<file path="src/rtl/flash_sector_protect_pkg.sv">
package flash_sector_protect_pkg;

  // ===========================================================
  // Register map (printed offsets are word indices)
  // ===========================================================
  localparam logic [7:0]  SWC_INDEX     = 8'h73;
  localparam logic [7:0]  FOS_INDEX     = 8'h74;
  localparam logic [7:0]  CTRL_INDEX    = 8'h75;
  localparam logic [9:0]  SWC_ADDR      = {SWC_INDEX, 2'b00};
  localparam logic [9:0]  FOS_ADDR      = {FOS_INDEX, 2'b00};
  localparam logic [9:0]  CTRL_ADDR     = {CTRL_INDEX, 2'b00};
  localparam int          ADDR_LSB_USED = 10;

  // ===========================================================
  // Field layout
  // ===========================================================
  localparam int          NUM_SECTORS   = 3;
  localparam int          SWC_RSV_LSB   = 3;
  localparam int          SWC_RSV_W     = 5;
  localparam int          FOS_FAULT_BIT = 0;
  localparam int          FOS_PGM_BIT   = 1;
  localparam int          FOS_ERS_BIT   = 2;
  localparam int          FOS_SUSP_BIT  = 3;
  localparam int          CTRL_SWAP_BIT = 0;
  localparam int          CTRL_GWE_BIT  = 1;

  // ===========================================================
  // Reset values
  // ===========================================================
  localparam logic [7:0]  SWC_RESET     = 8'h00;
  localparam logic [3:0]  FOS_RESET     = 4'h0;
  localparam logic [1:0]  CTRL_RESET    = 2'h0;

  // ===========================================================
  // Timing
  // ===========================================================
  localparam int          CLK_PERIOD_NS     = 100;
  localparam int          PGM_MAX_PERIOD_NS = 1000;
  localparam bit          PGM_FLAG_USABLE   = (CLK_PERIOD_NS <= PGM_MAX_PERIOD_NS);
  localparam int          STATUS_DELAY_CYC  = 2;

  // Command pipeline slots
  localparam int          CMD_SUSP      = 0;
  localparam int          CMD_ERS       = 1;
  localparam int          CMD_PGM       = 2;
  localparam int          CMD_RST       = 3;
  localparam int          CMD_W         = 4;

  // Register selects captured in the address phase
  typedef enum logic [3:0] {
    SEL_NONE = 4'b0001,
    SEL_SWC  = 4'b0010,
    SEL_FOS  = 4'b0100,
    SEL_CTRL = 4'b1000
  } reg_sel_t;

endpackage

</file>
<file path="src/rtl/flash_sector_protect_status.sv">
// The AHB-Lite register port was chosen for this implementation.
`timescale 1ns/1ps
// Operation
// - Reset clears all sector enable bits
// - Writing one enables an unlocked sector
// - Writing zero locks sector permanently
// - Only reset releases a locked sector
// - Bits 2..0 upper/middle/lowest; 7..3 reserved
// - Global write enable zero blocks writes
// - Status register read-only, upper bits zero
// - Suspend flag set two cycles after command
// - Erase flag set two cycles after command
// - Program flag set two cycles after command
// - Program flag unusable above 1us clock
// - Fault flag clears two cycles after reset
// - Swap select exchanges vector area, middle sector
// - Chip erase only with all sectors enabled
module flash_sector_protect_status (
  input  wire logic        hclk,
  input  wire logic        hresetn,
  input  wire logic        hsel,
  input  wire logic [31:0] haddr,
  input  wire logic [1:0]  htrans,
  input  wire logic        hwrite,
  input  wire logic [2:0]  hsize,
  input  wire logic [31:0] hwdata,
  input  wire logic        hready,
  output logic             hreadyout,
  output logic             hresp,
  output logic [31:0]      hrdata,
  input  wire logic        cmd_suspend,
  input  wire logic        cmd_resume,
  input  wire logic        cmd_sector_erase,
  input  wire logic        cmd_program,
  input  wire logic        cmd_reset,
  input  wire logic        cmd_chip_erase,
  input  wire logic        erase_done,
  input  wire logic        program_done,
  input  wire logic        cmd_fault,
  output logic [2:0]       sector_write_permit,
  output logic             sector_swap_active,
  output logic             chip_erase_accept
);

  // ===========================================================
  // State
  // ===========================================================
  typedef struct packed {
    logic [2:0]                 en;
    logic [2:0]                 lock;
    logic [4:0]                 rsv;
    logic                       gwe;
    logic                       swap;
    logic                       susp;
    logic                       ers;
    logic                       pgm;
    logic                       fault;
    logic [4:0]                 cmd_d1;
    logic                       wr_pend;
    flash_sector_protect_pkg::reg_sel_t sel;
    logic [31:0]                rdata;
    logic [2:0]                 permit;
    logic                       swap_out;
    logic                       chip_acc;
    logic                       ready;
  } state_t;

  state_t st_reg;
  state_t st_next;

  logic       access;
  logic [9:0] word_addr;
  flash_sector_protect_pkg::reg_sel_t sel_dec;

  assign access    = hsel & htrans[1] & hready;
  assign word_addr = haddr[9:0];

  always_comb begin
    unique case (word_addr)
      flash_sector_protect_pkg::SWC_ADDR:  sel_dec = flash_sector_protect_pkg::SEL_SWC;
      flash_sector_protect_pkg::FOS_ADDR:  sel_dec = flash_sector_protect_pkg::SEL_FOS;
      flash_sector_protect_pkg::CTRL_ADDR: sel_dec = flash_sector_protect_pkg::SEL_CTRL;
      default:                             sel_dec = flash_sector_protect_pkg::SEL_NONE;
    endcase
    if (haddr[31:flash_sector_protect_pkg::ADDR_LSB_USED] != '0) begin
      sel_dec = flash_sector_protect_pkg::SEL_NONE;
    end
  end

  // ===========================================================
  // Next state
  // ===========================================================
  always_comb begin
    st_next          = st_reg;
    st_next.ready    = 1'b1;
    st_next.wr_pend  = 1'b0;
    st_next.chip_acc = 1'b0;

    // Data phase write; zero wait states so hwdata is valid now
    if (st_reg.wr_pend) begin
      unique case (st_reg.sel)
        flash_sector_protect_pkg::SEL_SWC: begin
          st_next.rsv = hwdata[flash_sector_protect_pkg::SWC_RSV_LSB +:
                               flash_sector_protect_pkg::SWC_RSV_W];
          for (int i = 0; i < flash_sector_protect_pkg::NUM_SECTORS; i++) begin
            if (!hwdata[i]) begin
              st_next.en[i]   = 1'b0;
              st_next.lock[i] = 1'b1;
            end else if (!st_reg.lock[i]) begin
              st_next.en[i] = 1'b1;
            end
          end
        end
        flash_sector_protect_pkg::SEL_CTRL: begin
          st_next.gwe  = hwdata[flash_sector_protect_pkg::CTRL_GWE_BIT];
          st_next.swap = hwdata[flash_sector_protect_pkg::CTRL_SWAP_BIT];
        end
        // Status register ignores writes
        flash_sector_protect_pkg::SEL_FOS,
        flash_sector_protect_pkg::SEL_NONE: begin
        end
      endcase
    end

    // Address phase: capture select, prepare read data
    if (access) begin
      st_next.sel     = sel_dec;
      st_next.wr_pend = hwrite;
      st_next.rdata   = 32'h0000_0000;
      if (!hwrite) begin
        unique case (sel_dec)
          flash_sector_protect_pkg::SEL_SWC:
            st_next.rdata = {24'h00_0000, st_reg.rsv, st_reg.en};
          flash_sector_protect_pkg::SEL_FOS:
            st_next.rdata = {28'h000_0000, st_reg.susp, st_reg.ers,
                             st_reg.pgm, st_reg.fault};
          flash_sector_protect_pkg::SEL_CTRL:
            st_next.rdata = {30'h0000_0000, st_reg.gwe, st_reg.swap};
          flash_sector_protect_pkg::SEL_NONE:
            st_next.rdata = 32'h0000_0000;
        endcase
      end
    end

    // One pipeline stage gives the two-cycle status latency
    st_next.cmd_d1[flash_sector_protect_pkg::CMD_SUSP] = cmd_suspend;
    st_next.cmd_d1[flash_sector_protect_pkg::CMD_ERS]  = cmd_sector_erase;
    st_next.cmd_d1[flash_sector_protect_pkg::CMD_PGM]  = cmd_program;
    st_next.cmd_d1[flash_sector_protect_pkg::CMD_RST]  = cmd_reset;
    st_next.cmd_d1[4]                                  = 1'b0;

    if (cmd_resume) begin
      st_next.susp = 1'b0;
    end
    if (st_reg.cmd_d1[flash_sector_protect_pkg::CMD_SUSP]) begin
      st_next.susp = 1'b1;
    end
    if (erase_done) begin
      st_next.ers = 1'b0;
    end
    if (st_reg.cmd_d1[flash_sector_protect_pkg::CMD_ERS]) begin
      st_next.ers = 1'b1;
    end
    if (program_done) begin
      st_next.pgm = 1'b0;
    end
    if (st_reg.cmd_d1[flash_sector_protect_pkg::CMD_PGM] &&
        flash_sector_protect_pkg::PGM_FLAG_USABLE) begin
      st_next.pgm = 1'b1;
    end
    if (st_reg.cmd_d1[flash_sector_protect_pkg::CMD_RST]) begin
      st_next.fault = 1'b0;
    end
    // A fault in the clearing cycle still wins
    if (cmd_fault) begin
      st_next.fault = 1'b1;
    end

    // Blocked unless global enable is set
    st_next.permit   = {3{st_reg.gwe}} & st_reg.en & ~st_reg.lock;
    st_next.swap_out = st_reg.swap;
    st_next.chip_acc = cmd_chip_erase & st_reg.gwe & (&st_reg.en);
  end

  // ===========================================================
  // Registers
  // ===========================================================
  always_ff @(posedge hclk or negedge hresetn) begin
    if (!hresetn) begin
      st_reg          <= '0;
      st_reg.en       <= flash_sector_protect_pkg::SWC_RESET[2:0];
      st_reg.rsv      <= flash_sector_protect_pkg::SWC_RESET[7:3];
      st_reg.lock     <= 3'h0;
      st_reg.sel      <= flash_sector_protect_pkg::SEL_NONE;
      {st_reg.susp, st_reg.ers, st_reg.pgm, st_reg.fault} <=
        flash_sector_protect_pkg::FOS_RESET;
      {st_reg.gwe, st_reg.swap} <= flash_sector_protect_pkg::CTRL_RESET;
    end else begin
      st_reg <= st_next;
    end
  end

  assign hreadyout           = st_reg.ready;
  assign hresp               = 1'b0;
  assign hrdata              = st_reg.rdata;
  assign sector_write_permit = st_reg.permit;
  assign sector_swap_active  = st_reg.swap_out;
  assign chip_erase_accept   = st_reg.chip_acc;
endmodule

</file>
<file path="config.mk">
export PLATFORM = sky130hd
export DESIGN_NAME = flash_sector_protect_status
export DESIGN_NICKNAME = d
export VERILOG_FILES = /design/src/rtl/flash_sector_protect_pkg.sv /design/src/rtl/flash_sector_protect_status.sv
export SDC_FILE = /design/constraint.sdc
export NUM_CORES = 1
export LEC_CHECK = 0
export BUFFER_PORTS_ARGS = -buffer_cell sky130_fd_sc_hd__buf_4
export CORE_MARGIN = 4
export CORE_UTILIZATION = 42
export DETAILED_ROUTE_END_ITERATION = 8
export PLACE_DENSITY_LB_ADDON = 0.25
export SYNTH_ARGS = -nofsm -noshare
export SYNTH_HDL_FRONTEND = slang
export SYNTH_SLANG_ARGS = --single-unit
</file>
<file path="constraint.sdc">
create_clock -name hclk -period 2.5 [get_ports hclk]
set_clock_uncertainty 0.15 [all_clocks]
set_input_delay 0.25 -clock hclk [delete_from_list [all_inputs] [get_ports hclk]]
set_output_delay 0.25 -clock hclk [all_outputs]
set_load 0.05 [all_outputs]
</file>
==> run metrics, run 1 <==
# DRC 0; Slew @ Worst Pin 0.634 ns; All-Layer GR Usage 14.1%; Max Slew Vio Count 0; Psw 347 uW; required time worst endpoint 2.52 ns; Worst slew margin 57.6%; post-CTS sizing 0; Max IR drop VDD 0.420 mV; core region area 0.00432 sq mm; critical-path maximum fanout 14; DR top layer met4; Logic pwr share 16.3%; antenna viol nets, final 0; synth warn 0; Clock Pin Slew Worst Setup and Hold Paths 0.07 ns; Crit Path Category flop to flop; vias 1378; first drt pass iteration count 4; vias in the first global route 1285; initial antenna violation count 0; Starting Density 43.3%; top-level port count 122; Clock Latency Late Sink 0.29 ns; Sw Share 27.0%; overall power 1290 uW; die area 0.00559 sq mm; first-pass GRT wire length 5810 um; cell taking the most area after synthesis dfrtp_1; Die W 74.8 um; WL/cell 12.7 um; share of the synthesized area in the top cell type 52.1%; Tcrit/Tclk final 75.9%; worst r2r path cells 3; CP top delay family simple AND/OR/NAND/NOR gates; Nets 327; met2 WL 1870 um; CTS buffer count 5; syn avg cell area 10.8 sq um; Min-Delay Path Class primary input to flop; Crit path arrival time 1.92 ns; Flop pwr share 52.4%; row count 24; Internal Power 940 uW; max reg flops 25; Port Buffers 68; setup slack, reg-to-reg 0.60 ns; end-of-flow core utilization 56.3%; setup TNS 0 ns; CP Capture Type flop; RSZ-0062 raised after global routing no; CP Launch Type flop; CTS Buffer Depth 2; Critical R2R Launch st_reg[40]; end point of the critical path st_reg[58]; fmax 527 MHz; Seq/Total Area, Yosys 53.5%; overflow left after global routing 0; CP Depth 3; M1 WL 1510 um; CTS sink cnt 40; diode count 0; largest net degree at the start of global routing 41; P&R area growth vs syn 30.1%; H-tree levels 2; metal3 WL 308 um; Setup Viol. Count Final 0; Lkg Pwr 0.00119 uW; status completed; Die Y 74.8 um; Gate Count Post-Synth 174; Netlist cell types 30; Synth Register Bits 40; RePlAce Congestion 0.742; CP Launch Point st_reg[40]; mapped cell area 0.00187 sq mm; Hold Vio Cnt, Final 0; clk root buf clkbuf_8; Vias/cell 4.64; reg-to-reg endpoint st_reg[58]; Clk pwr share 31.3%; proportion of layout cells with a drive suffix above 1 33.9%; WP buf/inv 0; max-cap viol count 0; slowest library cell on the worst path nand3b_1; DR iter-0 viols 89; crit-path cells nor3b_1 > nand3b_1 > mux2_1; TritonCTS clock tree built; Synth area leaders dfrtp_1, buf_4, nand2_1; DP HPWL 2840 um; Pwr Density 528 mW/mm^2; clock period minus worst slack 1.90 ns; CP peak stage delay 0.50 ns; Routed WL 3780 um
[final cells by class]
| cell class | instances | area [sq um] |
|---|---|---|
| clock inverter | 1 | 5.00 |
| fill | 394 | 1890 |
| sequential | 40 | 1000 |
| timing repair buffer | 79 | 613 |
| multi-input combinational | 112 | 651 |
| tap | 52 | 65.1 |
| inverter | 6 | 22.5 |
| clock buffer | 7 | 76.3 |
[routing by layer]
metal	GRT usage [%]	vias up
met5	0	-
met4	7.31	0
met3	4.14	9
met2	22.2	52
met1	17.6	640
li1	-	677
[through the flow]
stage / hold WS (ns) / cells / worst slack [ns] / instance area [sq um]
3_3_place_gp: 0.107 / 281 / 0.623 / 2270
2_1_floorplan: -0.196 / 198 / 0.857 / 1960
3_5_place_dp: 0.107 / 281 / 0.612 / 2270
4_1_cts: 0.00390 / 297 / 0.597 / 2430
5_1_grt: 0.00623 / 297 / 0.465 / 2430
6_report: 0.0118 / 297 / 0.602 / 2430
[worst reg2reg max path, delay by kind of cell, from the launching register on]
family	cells	cell delay, ns
AND/OR/NAND/NOR	2	0.75
multiplexers	1	0.49
flip-flops	1	0.39
[synthesized netlist by cell type, drive strengths merged]
cell type and instances:
dfrtp 39, buf 37, nand2 16, o21ai 10, mux2 9, nor2 8, inv 6, nand3 5
nand4 5, a21o 4, or4 4, clkbuf 3, nor4 3, o21bai 3, o22a 3, a22o 2
a22oi 2, conb 2, nand3b 2, nor2b 2, nor3 2, o41ai 2, a2bb2oi 1, and3b 1
dfstp 1, nand4b 1, nor3b 1
[power by group through the flow]
stage | clock [uW] | combinational [uW] | sequential, uW
3_5_place_dp | 0 | 201 | 687
5_1_grt | 453 | 227 | 676
4_1_cts | 414 | 211 | 674
6_report | 402 | 210 | 674
2_1_floorplan | 0 | 138 | 690
3_3_place_gp | 0 | 199 | 686
[logic make-up (layout without fill, tap and decap cells)]
| kind of cell | count (synthesis) | count (layout) | synth area share (%) |
|---|---|---|---|
| AND/OR/NAND/NOR | 50 | 50 | 14.1 |
| buffers and inverters | 46 | 93 | 16.5 |
| flip-flops | 40 | 40 | 53.5 |
| AO/OA/AOI/OAI | 27 | 27 | 10.0 |
| multiplexers | 9 | 9 | 5.41 |
| other | 2 | 26 | 0.401 |
[worst min path at each step]
stage | from | slack [ns] | to | cells past startpoint
4_1_cts | hwdata[2] | 0.004 | st_reg[61] | 2
3_3_place_gp | hresetn | 0.11 | sector_write_permit[0] | 1
3_5_place_dp | hresetn | 0.11 | chip_erase_accept | 1
2_1_floorplan | hresetn | -0.20 | chip_erase_accept | 0
5_1_grt | hwrite | 0.006 | hrdata[2] | 2
6_report | hwdata[2] | 0.01 | st_reg[61] | 2
[repair_timing]
item | CTS | global route
setup buffers | 0 | 0
hold buffers | 8 | 0
hold endpoints to repair | 46 | 0
[cell usage in the layout (no fill, tap or decap), types with 3 or more instances in the layout]
| cell type | synthesis | routed |
|---|---|---|
| nand4_1 | 5 | 5 |
| mux2_1 | 5 | 5 |
| or4_1 | 4 | 4 |
| buf_4 | 36 | 71 |
| o21ai_1 | 10 | 10 |
| a21o_1 | 4 | 4 |
| clkbuf_8 | 0 | 5 |
| conb_1 | 2 | 26 |
| o21bai_1 | 3 | 3 |
| nor2_1 | 8 | 8 |
| dlygate4sd3_1 | 0 | 8 |
| nand2_1 | 16 | 16 |
| inv_1 | 6 | 6 |
| o22a_1 | 3 | 3 |
| mux2_2 | 4 | 4 |
| dfrtp_1 | 39 | 39 |
| nand3_1 | 5 | 5 |
No activity file was read; power rests on OpenSTA's default activity.
==> inputs of run 2 (changes only) <==
--- a/config.mk
+++ b/config.mk
@@ -5,6 +5,7 @@
 export SDC_FILE = /design/constraint.sdc
 export NUM_CORES = 1
 export LEC_CHECK = 0
+export ABC_AREA = 1
 export BUFFER_PORTS_ARGS = -buffer_cell sky130_fd_sc_hd__buf_4
 export CORE_MARGIN = 4
 export CORE_UTILIZATION = 42
==> constraint.sdc (replaced) <==
create_clock -name hclk -period 1.9 [get_ports hclk]
set_clock_uncertainty 0.15 [all_clocks]
set_input_delay 0.19 -clock hclk [delete_from_list [all_inputs] [get_ports hclk]]
set_output_delay 0.19 -clock hclk [all_outputs]
set_load 0.05 [all_outputs]
==> run 2 against run 1 <==
Critical path depth up 2. Non-clock buffer count rose by 12. Worst hold slack got worse by 0.0027 ns. Wire length up 8.8%. Clock power increased by 44%. Cell area increased by 7.8%. Critical endpoint is now hrdata[6]. Highest routed layer unchanged.
==> run metrics, run 2 <==
Vias/cell 4.35 (-6.3%); Synth async-reset ratio 100% (unchanged); Max IR drop VDD 0.676 mV (+61%); commonest non-fill, non-tap cell in the layout buf_4; commonest non-fill, non-tap cells in the layout buf_4, nand2_1, dfrtp_1; Tcrit/Tclk final 79.6%; worst r2r path cells 5 (+2); Gate Count Post-Synth 220 (+26%); slowest library cell on the worst path dlygate4sd3_1; CP Launch Type primary input; Die Y 76.0 um (+1.7%); Lkg Pwr 0.00139 uW (+17%); first-pass GRT wire length 7060 um (+22%); Die W 76.0 um (+1.7%); top-level port count 122 (unchanged); RSZ-0062 raised after global routing no; vias in the first global route 1589 (+24%); top cells by count, synth nand2_1, dfrtp_1, buf_4; diode count 0 (unchanged); Psw 498 uW (+44%); Slew @ Worst Pin 0.551 ns (-0.0826 ns); Setup Viol. Count Final 0 (unchanged); die area 0.00578 sq mm (+3.4%); crit-path cells dlygate4sd3_1 > buf_4 > nor2_1 > nand2_1 > o21ai_0; Seq/Total Area, Yosys 51.6% (-2.0 points); Netlist cell types 22 (-27%); beginning of the worst hold path cmd_chip_erase; number of synthesized flops with an enable pin 0 (unchanged); setup TNS 0 ns (unchanged); proportion of layout cells with a drive suffix above 1 28.6% (-5.3 points); Hold Vio Cnt, Final 0 (unchanged); max reg flops 25 (unchanged); fmax 661 MHz; Clock Latency Late Sink 0.29 ns (about the same); Post-DP Area 0.00235 sq mm (+3.5%); initial antenna violation count 0 (unchanged); largest net degree at the start of global routing 41 (unchanged); Internal Power 1300 uW (+39%); clk root buf clkbuf_8; Pwr Density 687 mW/mm^2 (+30%); post-CTS sizing 0 (unchanged); CP peak stage delay 0.53 ns (+0.03 ns); finished layout cell area 0.00262 sq mm (+7.8%); P&R area growth vs syn 35.0%; cell taking the most area after synthesis dfrtp_1; mapped cell area 0.00194 sq mm (+3.8%); Synth Flop Type dfrtp_1; Max Slew Vio Count 0 (unchanged); TritonCTS clock tree built; setup slack, reg-to-reg 0.42 ns (-0.18 ns); CP top delay family buffers and inverters; reg-to-reg endpoint st_reg[55]; worst setup margin 0.387 ns (-0.214 ns); hold path depth 3 (+1); Crit path arrival time 1.57 ns (-0.35 ns); synth warn 0 (unchanged); Flop pwr share 50.0% (-2.4 points); Port Buffers 68 (unchanged); Nets 386 (+18%); Crit Path Category primary input to flop; Worst slew margin 63.1% (+5.5 points); count leader, synth nand2_1; RePlAce Congestion 0.777 (+4.7%); number of fill cells 415 (+5.3%); Critical R2R Launch st_reg[38]; clock period minus worst slack 1.51 ns; first drt pass iteration count 4 (unchanged); Clock Pin Slew Worst Setup and Hold Paths 0.07 ns (about the same); Sw Share 27.6% (+0.68 points); CTS Buffer Depth 2 (unchanged); antenna viol nets, final 0 (unchanged); DP HPWL 3100 um (+9.0%); All-Layer GR Usage 14.9% (+0.78 points); share of the synthesized area in the top cell type 50.2% (-1.9 points); core region area 0.00441 sq mm (+2.1%); Starting Density 44.0% (+0.73 points); Min-Delay Path Class primary input to flop; syn avg cell area 8.83 sq um (-18%); WL/cell 11.6 um (-9.2%); Clk pwr share 32.1% (+0.8 points); CP Capture Type flop; post-CTS setup buffers 0 (unchanged); Synth Register Bits 40 (unchanged); overflow left after global routing 0 (unchanged); Routed WL 4120 um (+8.8%); H-tree levels 2 (unchanged); worst slack at placement 0.389 ns (-0.223 ns); CTS buffer count 5 (unchanged); vias 1548 (+12%); max-cap viol count 0 (unchanged); WHS Endpoint chip_erase_accept; row count 24 (unchanged); required time worst endpoint 1.95 ns (-0.57 ns); Synth area leaders dfrtp_1, buf_4, nand2_1; status completed; WP buf/inv 2 (+2); DR iter-0 viols 66 (-26%); # DRC 0 (unchanged); CTS sink cnt 40 (unchanged); Logic pwr share 17.9% (+1.6 points); critical-path maximum fanout 8 (-6)
-- run 2: metrics by stage --
step	util, %	total power (uW)	hold slack [ns]	instances
2_1_floorplan	-	1130	-0.256	244
3_3_place_gp	53.3	1210	0.0419	330
3_5_place_dp	53.3	1210	0.0471	330
4_1_cts	59.4	1810	0.00171	356
5_1_grt	59.4	1880	0.0152	356
6_report	59.4	1800	0.00910	356
-- run 2: final cells by class --
| type | count | area, sq um | area share, % |
|---|---|---|---|
| clock buffers | 8 | 90.1 | 3.43 |
| repair buffers | 91 | 728 | 27.8 |
| inverters | 13 | 48.8 | 1.86 |
| well taps | 52 | 65.1 | 2.48 |
| flip-flops and latches | 40 | 1000 | 38.2 |
| multi-input cells | 152 | 689 | 26.3 |
-- run 2: layer usage --
layer  routed length, um  GRT usage (%)  share of wire [%]  vias up
met4                  72           6.23                1.7        0
li1                    -              -                  -      796
met1                1620           17.1                 39      704
met2                2190           25.9                 53       42
met3                 237           3.78                5.8        6
met5                   0              0                  0        -
-- run 2: cells by family after synthesis --
| family | share of synthesized area, % |
|---|---|
| other | 0.386 |
| DFF | 51.6 |
| buffers and inverters | 17.6 |
| and+or+nand+nor | 22.3 |
| muxes | 0.579 |
| AOI/OAI and AO/OA | 7.60 |
-- run 2: power groups by stage --
stage	Clock (uW)	Sequential, uW	Combinational [uW]
2_1_floorplan	0	922	210
3_3_place_gp	0	916	292
3_5_place_dp	0	917	295
4_1_cts	589	901	325
5_1_grt	625	905	351
6_report	579	901	323
-- run 2: worst max path at each step --
| stage | start | end | slack, ns | cells after the start |
|---|---|---|---|---|
| 2_1_floorplan | st_reg[38] | st_reg[62] | 0.56 | 4 |
| 3_3_place_gp | haddr[11] | hrdata[6] | 0.40 | 7 |
| 3_5_place_dp | haddr[11] | hrdata[1] | 0.39 | 10 |
| 4_1_cts | hwrite | hrdata[6] | 0.37 | 5 |
| 5_1_grt | hwrite | hrdata[6] | 0.24 | 5 |
| 6_report | hwrite | hrdata[6] | 0.39 | 5 |
-- run 2: timing repair --
| item | 4_1_cts | 5_1_grt |
|---|---|---|
| hold buffers | 18 | 0 |
| endpoints found under the setup margin | 0 | 0 |
| endpoints found under the hold margin | 57 | 0 |
-- run 2: tightest hold or removal path: stages --
cell	delay [ns]
buf_4	0.11
nand3_1	0.07
nor2_1	0.04
